[config.mk]
export PLATFORM = sky130hd
export DESIGN_NAME = cabe_exec
export DESIGN_NICKNAME = d
export VERILOG_FILES = /design/src/rtl/cabe_alu.v /design/src/rtl/cabe_exec.v /design/src/rtl/cabe_mul.v
export VERILOG_INCLUDE_DIRS = /design/src /design/src/rtl
export SDC_FILE = /design/constraint.sdc
export NUM_CORES = 2
export LEC_CHECK = 0
export BUFFER_PORTS_ARGS = -buffer_cell sky130_fd_sc_hd__buf_4
export CORE_ASPECT_RATIO = 0.6
export CORE_MARGIN = 4
export CORE_UTILIZATION = 30
export CTS_BUF_LIST = sky130_fd_sc_hd__clkbuf_8
export CTS_CLUSTER_DIAMETER = 30
export CTS_CLUSTER_SIZE = 25
export DETAILED_ROUTE_END_ITERATION = 10
export HOLD_SLACK_MARGIN = 0.12
export PLACE_DENSITY = 0.44
export SYNTH_ARGS = -nofsm -noshare
export SYNTH_HDL_FRONTEND = slang
export SYNTH_SLANG_ARGS = --single-unit
[constraint.sdc]
create_clock -name pclk -period 19.1 [get_ports pclk]
set_clock_uncertainty 0.2 [all_clocks]
set_input_delay 3.82 -clock pclk [delete_from_list [all_inputs] [get_ports pclk]]
set_output_delay 3.82 -clock pclk [all_outputs]
set_load 0.01 [all_outputs]
[src/rtl/cabe_defines.vh]
`ifndef CABE_DEFINES_VH
`define CABE_DEFINES_VH

// APB register offsets (byte addresses)
`define CABE_OFS_INSTR   12'h000
`define CABE_OFS_STAT    12'h004
`define CABE_OFS_PC      12'h008
`define CABE_OFS_RET     12'h00C
`define CABE_GPR_BASE    12'h080
`define CABE_IO_BASE     12'h100

// Instruction word fields
`define CABE_OP_MSB      4
`define CABE_OP_LSB      0
`define CABE_RD_MSB      9
`define CABE_RD_LSB      5
`define CABE_RR_MSB      14
`define CABE_RR_LSB      10
`define CABE_K_MSB       22
`define CABE_K_LSB       15
`define CABE_POL_BIT     23
`define CABE_TWO_BIT     24
`define CABE_IOA_MSB     30
`define CABE_IOA_LSB     25

// Operation codes
`define CABE_OP_ADD      5'h00
`define CABE_OP_ADC      5'h01
`define CABE_OP_SUB      5'h02
`define CABE_OP_SUBI     5'h03
`define CABE_OP_SBC      5'h04
`define CABE_OP_SBCK     5'h05
`define CABE_OP_AND      5'h06
`define CABE_OP_ANDK     5'h07
`define CABE_OP_OR       5'h08
`define CABE_OP_ORK      5'h09
`define CABE_OP_EOR      5'h0A
`define CABE_OP_MCLR     5'h0B
`define CABE_OP_TEST     5'h0C
`define CABE_OP_CMP      5'h0D
`define CABE_OP_CMPC     5'h0E
`define CABE_OP_CMPK     5'h0F
`define CABE_OP_WADD     5'h10
`define CABE_OP_WSUB     5'h11
`define CABE_OP_MULU     5'h12
`define CABE_OP_MULS     5'h13
`define CABE_OP_MIXED_SIGN_PRODUCT    5'h14
`define CABE_OP_FMULU    5'h15
`define CABE_OP_FMULS    5'h16
`define CABE_OP_FRACTIONAL_MIXED_PRODUCT   5'h17
`define CABE_OP_PJMP     5'h18
`define CABE_OP_PCALL    5'h19
`define CABE_OP_EQSKIP   5'h1A
`define CABE_OP_RBSKIP   5'h1B
`define CABE_OP_IOSKIP   5'h1C
`define CABE_OP_BRANCH   5'h1D
`define CABE_OP_IOSET    5'h1E
`define CABE_OP_IOCLR    5'h1F

// ALU functions
`define CABE_FN_ADD      3'h0
`define CABE_FN_SUB      3'h1
`define CABE_FN_AND      3'h2
`define CABE_FN_OR       3'h3
`define CABE_FN_EOR      3'h4

// Status register bits and update masks
`define CABE_FLG_C       0
`define CABE_FLG_Z       1
`define CABE_FLG_N       2
`define CABE_FLG_V       3
`define CABE_FLG_S       4
`define CABE_FLG_H       5
`define CABE_FLG_I       7
`define CABE_FM_ARITH    8'h3F
`define CABE_FM_LOGIC    8'h1E
`define CABE_FM_WORD     8'h1F
`define CABE_FM_MUL      8'h03
`define CABE_STATUS_REGISTER_RST    8'h00

// STAT register fields
`define CABE_STAT_BUSY   8
`define CABE_STAT_REF    9

// Cycle counts
`define CABE_CYC_1       2'h1
`define CABE_CYC_2       2'h2
`define CABE_CYC_3       2'h3

// I/O space
`define CABE_IO_MAX      6'h1F
`define CABE_W1C_IDX     5
`define CABE_W1C_MASK    8'hC0
`define CABE_MULTI_MAX   5'h01

`endif

[src/rtl/cabe_alu.v]
`timescale 1ns/100ps
`include "cabe_defines.vh"
module cabe_alu (
   input  wire [2:0] fn,     // Function select
   input  wire [7:0] a,      // Destination operand
   input  wire [7:0] b,      // Source operand
   input  wire       cin,    // Carry flag in
   input  wire       zin,    // Zero flag in
   input  wire       use_c,  // Include carry, chain zero on subtract
   output reg  [7:0] res,    // Result byte
   output reg        c,      // Carry out
   output reg        z,      // Zero out
   output reg        n,      // Negative out
   output reg        v,      // Overflow out
   output reg        h       // Half carry out
);

   reg [8:0] t;

   always @* begin
      t = 9'h000;
      c = 1'b0;
      h = 1'b0;
      v = 1'b0;
      case (fn)
         `CABE_FN_ADD: begin
            t = {1'b0, a} + {1'b0, b} + {8'h00, use_c & cin};
            c = t[8];
            h = (a[3] & b[3]) | (b[3] & ~t[3]) | (~t[3] & a[3]);
            v = (a[7] & b[7] & ~t[7]) | (~a[7] & ~b[7] & t[7]);
         end
         `CABE_FN_SUB: begin
            t = {1'b0, a} - {1'b0, b} - {8'h00, use_c & cin};
            c = t[8];
            h = (~a[3] & b[3]) | (b[3] & t[3]) | (t[3] & ~a[3]);
            v = (a[7] & ~b[7] & ~t[7]) | (~a[7] & b[7] & t[7]);
         end
         `CABE_FN_AND: t = {1'b0, a & b};
         `CABE_FN_OR:  t = {1'b0, a | b};
         `CABE_FN_EOR: t = {1'b0, a ^ b};
         default:      t = 9'h000;
      endcase
      res = t[7:0];
      n   = t[7];
      // In subtract with carry the zero flag only stays set, so multi-byte compares chain
      z   = (fn == `CABE_FN_SUB && use_c) ? (zin & (t[7:0] == 8'h00)) : (t[7:0] == 8'h00);
   end

endmodule

[src/rtl/cabe_exec.v]
// The implementer's own choices: register access over APB and the address map.
`timescale 1ns/100ps
`include "cabe_defines.vh"
// Operation
// - Add with carry sums two registers and carry, sets Z C N V H, one cycle
// - Subtract-with-carry constant: rd minus K minus carry, Z C N V H, one cycle
// - Word add/subtract constant on a register pair, sets Z C N V S, two cycles
// - AND, OR with register or constant, EOR with register, set only Z N V S, one cycle
// - Bit mask clear ANDs rd with 0xFF minus constant, sets Z N V
// - Zero-sign test ANDs register with itself, value kept, sets Z N V
// - Unsigned, signed, mixed multiply put product in pair one:zero, Z C, two cycles
// - Fractional multiplies shift product left one bit before storing, Z C
// - Pointer jump loads PC from pointer pair, two cycles, no flag change
// - Pointer call loads PC from pointer pair, three cycles, flags untouched
// - Equal compare skip skips next instruction on match, 1/2/3 cycles, no flags
// - Register bit skip on cleared bit, or set bit for complementary form
// - I/O bit skip on cleared or set I/O bit, 1/2/3 cycles, no flags
// - Compares subtract without storing, update Z N V C H, one cycle
// - Status-bit branch sets PC to PC plus offset plus one, 1/2 cycles
// - Signed greater-or-equal branch taken when N xor V equals zero
// - Signed less-than branch taken when N xor V equals one
// - Unsigned branches test carry, decoded like carry clear and carry set
// - Interrupt-enable branches test I flag, one cycle untaken, two taken
// - Flags clear on write of one; I/O bit set/clear rewrite whole register
// - I/O bit set and clear accepted only for addresses 0x00 to 0x1F
module cabe_exec (
   input  wire        pclk,      // APB clock
   input  wire        presetn,   // Asynchronous reset, active low
   input  wire [11:0] paddr,     // APB byte address
   input  wire        psel,      // APB select
   input  wire        penable,   // APB access phase
   input  wire        pwrite,    // APB write
   input  wire [31:0] pwdata,    // APB write data
   input  wire [7:0]  io_event,  // Flag set events from peripherals
   output wire [31:0] prdata,    // APB read data
   output wire        pready,    // APB ready
   output wire        pslverr,   // APB error
   output wire        exec_busy  // Instruction in progress
);

   localparam ST_IDLE = 2'b01;
   localparam ST_EXEC = 2'b10;

   reg  [1:0]  st_r;
   reg  [1:0]  cnt_r;
   reg  [31:0] instr_r;
   reg  [15:0] pc_r;
   reg  [15:0] ret_pc_r;
   reg  [7:0]  status_register_r;
   reg         refused_r;
   reg  [7:0]  gpr_r [0:31];
   reg  [31:0] prdata_r;
   reg         pready_r;
   reg         pslverr_r;
   reg  [7:0]  io_ev_m_r;
   reg  [7:0]  io_ev_s_r;
   wire [255:0] io_all;

   wire        busy;
   wire        setup;
   wire        acc_wr;
   wire        hit_gpr;
   wire        hit_io;
   wire        hit_reg;
   wire        mapped;
   wire [4:0]  aidx;
   wire [4:0]  op;
   wire [4:0]  rd;
   wire [4:0]  rr;
   wire [7:0]  k;
   wire [5:0]  ioa;
   wire [4:0]  pb;
   wire [4:0]  pb1;
   wire [7:0]  rd_v;
   wire [7:0]  rr_v;
   wire [7:0]  io_v;
   wire [15:0] pw;
   wire [15:0] ptr;
   wire [7:0]  alu_res;
   wire        alu_c;
   wire        alu_z;
   wire        alu_n;
   wire        alu_v;
   wire        alu_h;
   wire [15:0] prod;
   wire        mul_c;
   wire        mul_z;
   wire        commit;
   wire        start;
   wire        apb_io_we;
   wire        io_we;
   wire [4:0]  io_widx;
   wire [7:0]  io_wd;

   reg  [2:0]  alu_fn;
   reg  [7:0]  alu_b;
   reg         alu_usec;
   reg         res_we;
   reg         word_we;
   reg         mul_we;
   reg         mul_as;
   reg         mul_bs;
   reg         mul_fr;
   reg  [7:0]  flg_mask;
   reg  [7:0]  flg_val;
   reg  [15:0] pc_nxt;
   reg  [1:0]  cyc;
   reg         cmd_io_we;
   reg  [7:0]  cmd_io_wd;
   reg         refuse;
   reg         call;
   reg         cond;
   reg  [16:0] wsum;
   reg  [31:0] rd_mux;

   assign busy      = st_r[1];
   assign exec_busy = st_r[1];
   assign prdata    = prdata_r;
   assign pready    = pready_r;
   assign pslverr   = pslverr_r;

   assign op   = instr_r[`CABE_OP_MSB:`CABE_OP_LSB];
   assign rd   = instr_r[`CABE_RD_MSB:`CABE_RD_LSB];
   assign rr   = instr_r[`CABE_RR_MSB:`CABE_RR_LSB];
   assign k    = instr_r[`CABE_K_MSB:`CABE_K_LSB];
   assign ioa  = instr_r[`CABE_IOA_MSB:`CABE_IOA_LSB];
   assign pb   = {rd[4:1], 1'b0};
   assign pb1  = {rd[4:1], 1'b1};
   assign rd_v = gpr_r[rd];
   assign rr_v = gpr_r[rr];
   assign pw   = {gpr_r[pb1], gpr_r[pb]};
   assign ptr  = {gpr_r[5'h1F], gpr_r[5'h1E]};
   // Addresses above the I/O file read as zero for the skip tests
   assign io_v = (ioa > `CABE_IO_MAX) ? 8'h00 : io_all[ioa[4:0]*8 +: 8];

   cabe_alu u_alu (
      .fn    (alu_fn),
      .a     (rd_v),
      .b     (alu_b),
      .cin   (status_register_r[`CABE_FLG_C]),
      .zin   (status_register_r[`CABE_FLG_Z]),
      .use_c (alu_usec),
      .res   (alu_res),
      .c     (alu_c),
      .z     (alu_z),
      .n     (alu_n),
      .v     (alu_v),
      .h     (alu_h)
   );

   cabe_mul u_mul (
      .a     (rd_v),
      .b     (rr_v),
      .a_sgn (mul_as),
      .b_sgn (mul_bs),
      .frac  (mul_fr),
      .prod  (prod),
      .c     (mul_c),
      .z     (mul_z)
   );

   always @* begin
      alu_fn    = `CABE_FN_ADD;
      alu_b     = rr_v;
      alu_usec  = 1'b0;
      res_we    = 1'b0;
      word_we   = 1'b0;
      mul_we    = 1'b0;
      mul_as    = 1'b0;
      mul_bs    = 1'b0;
      mul_fr    = 1'b0;
      flg_mask  = 8'h00;
      flg_val   = {2'b00, alu_h, alu_n ^ alu_v, alu_v, alu_n, alu_z, alu_c};
      pc_nxt    = pc_r + 16'h0001;
      cyc       = `CABE_CYC_1;
      cmd_io_we = 1'b0;
      cmd_io_wd = io_v;
      refuse    = 1'b0;
      call      = 1'b0;
      cond      = 1'b0;
      wsum      = {1'b0, pw} + {11'h000, k[5:0]};
      case (op)
         `CABE_OP_ADD, `CABE_OP_ADC: begin
            alu_usec = (op == `CABE_OP_ADC);
            res_we   = 1'b1;
            flg_mask = `CABE_FM_ARITH;
         end
         `CABE_OP_SUB, `CABE_OP_SUBI, `CABE_OP_SBC, `CABE_OP_SBCK: begin
            alu_fn   = `CABE_FN_SUB;
            alu_b    = (op == `CABE_OP_SUBI || op == `CABE_OP_SBCK) ? k : rr_v;
            alu_usec = (op == `CABE_OP_SBC || op == `CABE_OP_SBCK);
            res_we   = 1'b1;
            flg_mask = `CABE_FM_ARITH;
         end
         `CABE_OP_CMP, `CABE_OP_CMPC, `CABE_OP_CMPK: begin
            alu_fn   = `CABE_FN_SUB;
            alu_b    = (op == `CABE_OP_CMPK) ? k : rr_v;
            alu_usec = (op == `CABE_OP_CMPC);
            flg_mask = `CABE_FM_ARITH;
         end
         `CABE_OP_AND, `CABE_OP_ANDK, `CABE_OP_OR, `CABE_OP_ORK, `CABE_OP_EOR: begin
            alu_fn   = (op == `CABE_OP_EOR) ? `CABE_FN_EOR :
                       (op == `CABE_OP_OR || op == `CABE_OP_ORK) ? `CABE_FN_OR : `CABE_FN_AND;
            alu_b    = (op == `CABE_OP_ANDK || op == `CABE_OP_ORK) ? k : rr_v;
            res_we   = 1'b1;
            flg_mask = `CABE_FM_LOGIC;
         end
         `CABE_OP_MCLR: begin
            alu_fn   = `CABE_FN_AND;
            alu_b    = 8'hFF - k;
            res_we   = 1'b1;
            flg_mask = `CABE_FM_LOGIC;
         end
         `CABE_OP_TEST: begin
            alu_fn   = `CABE_FN_AND;
            alu_b    = rd_v;
            res_we   = 1'b1;
            flg_mask = `CABE_FM_LOGIC;
         end
         `CABE_OP_WADD, `CABE_OP_WSUB: begin
            if (op == `CABE_OP_WSUB) begin
               wsum = {1'b0, pw} - {11'h000, k[5:0]};
            end
            word_we  = 1'b1;
            cyc      = `CABE_CYC_2;
            flg_mask = `CABE_FM_WORD;
            flg_val[`CABE_FLG_C] = wsum[16];
            flg_val[`CABE_FLG_Z] = (wsum[15:0] == 16'h0000);
            flg_val[`CABE_FLG_N] = wsum[15];
            flg_val[`CABE_FLG_V] = (op == `CABE_OP_WSUB) ? (pw[15] & ~wsum[15]) :
                                                             (~pw[15] & wsum[15]);
            flg_val[`CABE_FLG_S] = flg_val[`CABE_FLG_N] ^ flg_val[`CABE_FLG_V];
         end
         `CABE_OP_MULU, `CABE_OP_MULS, `CABE_OP_MIXED_SIGN_PRODUCT,
         `CABE_OP_FMULU, `CABE_OP_FMULS, `CABE_OP_FRACTIONAL_MIXED_PRODUCT: begin
            mul_as   = (op == `CABE_OP_MULS || op == `CABE_OP_MIXED_SIGN_PRODUCT ||
                        op == `CABE_OP_FMULS || op == `CABE_OP_FRACTIONAL_MIXED_PRODUCT);
            mul_bs   = (op == `CABE_OP_MULS || op == `CABE_OP_FMULS);
            mul_fr   = (op >= `CABE_OP_FMULU);
            mul_we   = 1'b1;
            cyc      = `CABE_CYC_2;
            flg_mask = `CABE_FM_MUL;
            flg_val  = {6'h00, mul_z, mul_c};
         end
         `CABE_OP_PJMP: begin
            pc_nxt = ptr;
            cyc    = `CABE_CYC_2;
         end
         `CABE_OP_PCALL: begin
            pc_nxt = ptr;
            call   = 1'b1;
            cyc    = `CABE_CYC_3;
         end
         `CABE_OP_EQSKIP, `CABE_OP_RBSKIP, `CABE_OP_IOSKIP: begin
            if (op == `CABE_OP_EQSKIP) begin
               cond = (rd_v == rr_v);
            end else if (op == `CABE_OP_RBSKIP) begin
               cond = (rd_v[k[2:0]] == instr_r[`CABE_POL_BIT]);
            end else begin
               cond = (io_v[k[2:0]] == instr_r[`CABE_POL_BIT]);
            end
            if (cond) begin
               // Skipped length is told by software; the core holds no program memory
               pc_nxt = pc_r + (instr_r[`CABE_TWO_BIT] ? 16'h0003 : 16'h0002);
               cyc    = instr_r[`CABE_TWO_BIT] ? `CABE_CYC_3 : `CABE_CYC_2;
            end
         end
         `CABE_OP_BRANCH: begin
            // Signed select reads N xor V live, so a stale S bit cannot mislead it
            cond = (rr[2:0] == `CABE_FLG_S) ?
                   (status_register_r[`CABE_FLG_N] ^ status_register_r[`CABE_FLG_V]) :
                   status_register_r[rr[2:0]];
            if (cond == instr_r[`CABE_POL_BIT]) begin
               pc_nxt = pc_r + {{9{k[6]}}, k[6:0]} + 16'h0001;
               cyc    = `CABE_CYC_2;
            end
         end
         `CABE_OP_IOSET, `CABE_OP_IOCLR: begin
            if (ioa > `CABE_IO_MAX) begin
               refuse = 1'b1;
            end else begin
               cmd_io_we = 1'b1;
               cyc       = `CABE_CYC_2;
               // Whole byte written back, so set flags read here get cleared
               cmd_io_wd = (op == `CABE_OP_IOSET) ? (io_v | (8'h01 << k[2:0])) :
                                                    (io_v & ~(8'h01 << k[2:0]));
            end
         end
         default: begin
            cyc = `CABE_CYC_1;
         end
      endcase
   end

   // APB decode
   assign setup   = psel & ~penable;
   assign acc_wr  = psel & penable & pready_r & pwrite & ~pslverr_r;
   assign aidx    = paddr[6:2];
   assign hit_gpr = (paddr[11:7] == `CABE_GPR_BASE >> 7);
   assign hit_io  = (paddr[11:7] == `CABE_IO_BASE >> 7);
   assign hit_reg = (paddr == `CABE_OFS_INSTR) || (paddr == `CABE_OFS_STAT) ||
                    (paddr == `CABE_OFS_PC) || (paddr == `CABE_OFS_RET);
   assign mapped  = (paddr[1:0] == 2'b00) && (hit_gpr || hit_io || hit_reg);

   always @* begin
      if (hit_gpr) begin
         rd_mux = {24'h000000, gpr_r[aidx]};
      end else if (hit_io) begin
         rd_mux = {24'h000000, io_all[aidx*8 +: 8]};
      end else begin
         case (paddr)
            `CABE_OFS_INSTR: rd_mux = instr_r;
            `CABE_OFS_STAT:  rd_mux = {22'h000000, refused_r, busy, status_register_r};
            `CABE_OFS_PC:    rd_mux = {16'h0000, pc_r};
            `CABE_OFS_RET:   rd_mux = {16'h0000, ret_pc_r};
            default:         rd_mux = 32'h00000000;
         endcase
      end
   end

   always @(posedge pclk or negedge presetn) begin
      if (!presetn) begin
         pready_r  <= 1'b0;
         pslverr_r <= 1'b0;
         prdata_r  <= 32'h00000000;
      end else begin
         // Ready one cycle after setup; writes are refused while an instruction runs
         pready_r  <= setup;
         pslverr_r <= setup & (~mapped | (pwrite & busy));
         prdata_r  <= (setup & ~pwrite & mapped) ? rd_mux : 32'h00000000;
      end
   end

   assign start     = acc_wr & (paddr == `CABE_OFS_INSTR);
   assign commit    = busy & (cnt_r == cyc);
   assign apb_io_we = acc_wr & hit_io;
   assign io_we     = apb_io_we | (commit & cmd_io_we);
   assign io_widx   = apb_io_we ? aidx : ioa[4:0];
   assign io_wd     = apb_io_we ? pwdata[7:0] : cmd_io_wd;

   always @(posedge pclk or negedge presetn) begin
      if (!presetn) begin
         io_ev_m_r <= 8'h00;
         io_ev_s_r <= 8'h00;
      end else begin
         io_ev_m_r <= io_event;
         io_ev_s_r <= io_ev_m_r;
      end
   end

   genvar g;
   generate
      for (g = 0; g < 32; g = g + 1) begin : io_e
         localparam [7:0] W1C = (g == `CABE_W1C_IDX) ? `CABE_W1C_MASK : 8'h00;
         reg [7:0] q_r;
         always @(posedge pclk or negedge presetn) begin
            if (!presetn) begin
               q_r <= 8'h00;
            end else if (io_we && io_widx == g) begin
               // Flag bits clear on one, keep on zero; a new event wins
               q_r <= (io_wd & ~W1C) | (q_r & W1C & ~io_wd) | (io_ev_s_r & W1C);
            end else begin
               q_r <= q_r | (io_ev_s_r & W1C);
            end
         end
         assign io_all[g*8 +: 8] = q_r;
      end
   endgenerate

   integer i;
   always @(posedge pclk or negedge presetn) begin
      if (!presetn) begin
         st_r      <= ST_IDLE;
         cnt_r     <= `CABE_CYC_1;
         instr_r   <= 32'h00000000;
         pc_r      <= 16'h0000;
         ret_pc_r  <= 16'h0000;
         status_register_r    <= `CABE_STATUS_REGISTER_RST;
         refused_r <= 1'b0;
         for (i = 0; i < 32; i = i + 1) begin
            gpr_r[i] <= 8'h00;
         end
      end else begin
         case (st_r)
            ST_IDLE: begin
               if (start) begin
                  instr_r   <= pwdata;
                  cnt_r     <= `CABE_CYC_1;
                  refused_r <= 1'b0;
                  st_r      <= ST_EXEC;
               end
               if (acc_wr && paddr == `CABE_OFS_STAT) begin
                  status_register_r <= pwdata[7:0];
               end
               if (acc_wr && paddr == `CABE_OFS_PC) begin
                  pc_r <= pwdata[15:0];
               end
               if (acc_wr && hit_gpr) begin
                  gpr_r[aidx] <= pwdata[7:0];
               end
            end
            ST_EXEC: begin
               cnt_r <= cnt_r + `CABE_CYC_1;
               // Results land in the last cycle of the instruction
               if (commit) begin
                  st_r      <= ST_IDLE;
                  pc_r      <= pc_nxt;
                  status_register_r    <= (status_register_r & ~flg_mask) | (flg_val & flg_mask);
                  refused_r <= refuse;
                  if (call) begin
                     ret_pc_r <= pc_r + 16'h0001;
                  end
                  if (res_we) begin
                     gpr_r[rd] <= alu_res;
                  end
                  if (word_we) begin
                     gpr_r[pb]  <= wsum[7:0];
                     gpr_r[pb1] <= wsum[15:8];
                  end
                  if (mul_we) begin
                     gpr_r[5'h00] <= prod[7:0];
                     gpr_r[5'h01] <= prod[15:8];
                  end
               end
            end
            default: begin
               st_r <= ST_IDLE;
            end
         endcase
      end
   end

endmodule

[src/rtl/cabe_mul.v]
`timescale 1ns/100ps
module cabe_mul (
   input  wire [7:0]  a,      // Multiplicand
   input  wire [7:0]  b,      // Multiplier
   input  wire        a_sgn,  // Treat a as signed
   input  wire        b_sgn,  // Treat b as signed
   input  wire        frac,   // Fractional form, product shifted left
   output wire [15:0] prod,   // Stored product
   output wire        c,      // Carry flag result
   output wire        z       // Zero flag result
);

   wire signed [8:0]  ax;
   wire signed [8:0]  bx;
   wire signed [17:0] p;
   wire        [15:0] raw;

   assign ax   = {a_sgn & a[7], a};
   assign bx   = {b_sgn & b[7], b};
   assign p    = ax * bx;
   assign raw  = p[15:0];
   // Carry takes the top bit before the fractional shift drops it
   assign c    = raw[15];
   assign prod = frac ? {raw[14:0], 1'b0} : raw;
   assign z    = (prod == 16'h0000);

endmodule

==> flow_summary.json <==
{
  "fin_crit_ps": 10220,
  "cts_sinks": 627,
  "crit_path_frequent_cell": "inv_1",
  "fp.dieW_um": 555,
  "drt_iter0_markers": 8962,
  "clk_path_buf_depth": 4,
  "vdd.ir_drop.worst_uv": 45.9,
  "dieArea_um2": 186000,
  "fmax_ghz": 0.0978,
  "globalplace.congestion": 1.09,
  "synth-edff-count": 0,
  "port_buffers": 85,
  "cp-end-kind": "flip-flop",
  "mostFrequentLayoutCells": "dfrtp_1, nand2_1, mux4_2, nor2_1, o21ai_0",
  "grt_overflow": 0,
  "grt_pass1_wl_um": 399000,
  "cp-start-kind": "flip-flop",
  "avgSynthCellArea_um2": 9.69,
  "numCtsBuffers": 160,
  "cp.buffers_inverters": 7,
  "clkTransAtPathRegs_ps": 50,
  "syn-cell-area_um2": 53800,
  "avgViaCountPerCell": 6.72,
  "power_mw": 3.42,
  "slew_headroom_pct": 5.36,
  "finalSetupTns_ps": 0,
  "rr_worst_depth": 30,
  "drv_slew": 0,
  "postRouteAntennaNets": 0,
  "reg2reg_slack_ps": 8880,
  "power.leakage_nw": 22.8,
  "yosys_warnings": 0,
  "die_h_um": 336,
  "wl_per_cell_um": 35.9,
  "syn-num-nets": 5779,
  "worstReg2RegEnd": "gpr_r[247]",
  "crit_family": "adder cells",
  "cts_tree": "yes",
  "core_area_um2": 178000,
  "startpoint": "instr_r[10]",
  "hold_path.class": "reg2reg",
  "grt.total_usage_pct": 29.8,
  "htree_levels": 4,
  "crit_path_end": "gpr_r[247]",
  "cts_setup_buffers": 0,
  "yosysSeqAreaShare_pct": 29.2,
  "hold_start": "io_ev_m_r[6]",
  "dp_hpwl_um": 199000,
  "cp.required_ps": 19650,
  "synthFlopType": "dfrtp_1",
  "nNetsFinal": 5679,
  "ys_types": 83,
  "ys_seq_elements": 627,
  "cp_slowest_cell": "mux2i_2",
  "root_buffer": "clkbuf_8",
  "drt-pass1-iter-count": 6,
  "drive_gt1_share_pct": 22.4,
  "io_pins": 92,
  "tightestPinTransition_ps": 1410,
  "async_reset_ff_share_pct": 100,
  "crit_path_max_fanout": 33,
  "setup_ws_ps": 8880,
  "grt_start_max_net_pins": 98,
  "status": "finished clean",
  "cp.arrival_ps": 10770,
  "drv_cap": 0,
  "drc": 0,
  "grt_setup_unrepaired": "no",
  "clk_latency_ps": 910,
  "worst-setup-path-type": "reg2reg",
  "area_delta_synth_final_pct": 12.8,
  "max_stage_delay_ps": 950,
  "place_ws_ps": 9020,
  "path_depth": 30,
  "fin_crit_sh_pct": 53.5,
  "grt_pass1_vias": 48900,
  "hold_violations": 0,
  "setup_violations": 0,
  "wirelength_um": 286000,
  "cts_resized": 0,
  "hold_buffers": 0,
  "rows": 120,
  "p_per_area_nw_per_um2": 56.4,
  "reg2reg_from": "instr_r[10]",
  "num_vias": 53500,
  "start_util_pct": 30.2,
  "fillers": 18100,
  "antenna_found_initial": 25,
  "syn_inst": 5550,
  "final_common_cell": "dfrtp_1"
}
synthesized netlist by cell type, types with 39 or more instances:
cell type    n  area (um^2)
and3_1      73          457
fa_1        71         1420
nand4_1     79          494
clkbuf_1   409         1540
o21ai_0    331         1660
o22ai_1    113          707
inv_1      194          728
xnor2_1     53          464
a221oi_1    70          613
ha_1       101         1260
nor3_1      75          375
a22oi_1    198         1490
mux2_2     200         2250
a21oi_1    274         1370
nand3_1    172          861
a22o_1      67          587
buf_1       65          244
mux4_2     412         9280
a2bb2oi_1   47          412
nand2_1    495         1860
mux2i_1     94          941
o211ai_1   251         1880
nor2_1     373         1400
buf_2       39          195
dfrtp_1    625        15600
o2bb2ai_1  152         1330
worst register-to-register path, delay by kind of cell (launching register included):
kind                     cells  cell delay [ps]
adder cells (fa/ha/maj)      8             2590
multiplexers                 4             2520
buffers and inverters        7             1980
AO/OA/AOI/OAI               10             1980
flip-flops                   1              600
XOR/XNOR                     1              300
layer usage:
layer / up-vias / wire length, um / global-route usage [%] / share of wire (%)
li1: 21400 / - / - / -
met1: 27400 / 127000 / 44.4 / 44
met2: 4155 / 102000 / 35.8 / 36
met3: 560 / 49700 / 16.4 / 17
met4: 24 / 7240 / 6.86 / 2.5
met5: - / 516 / 1.62 / 0.18
area by class of cell:
cell class	instances	area (um^2)	area share (%)
multi-input cells	4197	35700	58.8
flip-flops and latches	627	15700	25.9
well taps	2379	2980	4.91
clock buffers	185	2550	4.20
repair buffers	268	2070	3.41
clock inverters	92	892	1.47
inverters	196	736	1.21
diodes	22	55.1	0.0908
worst min-delay path by stage:
stage / cells after the start / endpoint
2_1_floorplan: 0 / io_ev_s_r[6]
3_3_place_gp: 0 / io_ev_s_r[7]
3_5_place_dp: 0 / io_ev_s_r[7]
4_1_cts: 0 / io_ev_s_r[6]
5_1_grt: 0 / io_ev_s_r[6]
6_report: 0 / io_ev_s_r[6]
power by group:
part	total [mW]	switching (mW)	internal (mW)
clock	1.90	0.835	1.06
combinational	0.192	0.146	0.0459
sequential	1.33	0.00264	1.33
kinds of logic (layout without fill, tap and decap cells):
family          after synthesis  in the layout  share of synthesized area, %
other cells                   0             22                             0
buf+inv                     726            741                          5.32
flops                       627            627                          29.2
fa+ha+maj                   172            172                          4.99
mux                         715            715                          23.4
xor+xnor                     79             79                          1.29
compound gates             1766           1766                          23.3
simple gates               1465           1465                          12.6
sequential cells by signal (all words and copies together) (netlist names), 16 cells and up, named ones only:
| name | flops |
|---|---|
| gpr_r | 256 |
| instr_r | 32 |
| io_e.q_r | 256 |
| pc_r | 16 |
| prdata | 32 |
| ret_pc_r | 16 |
stage by stage:
step           hold WS, ps  cell area (um^2)  instances  util [%]
2_1_floorplan          131             53800       5550         -
3_3_place_gp           137             57200       7667      32.0
3_5_place_dp           140             57200       7667      32.0
4_1_cts                157             60600       7944      34.0
5_1_grt                165             60600       7946      34.0
6_report               153             60700       7966      34.0
(Power assumes the default switching activity.)
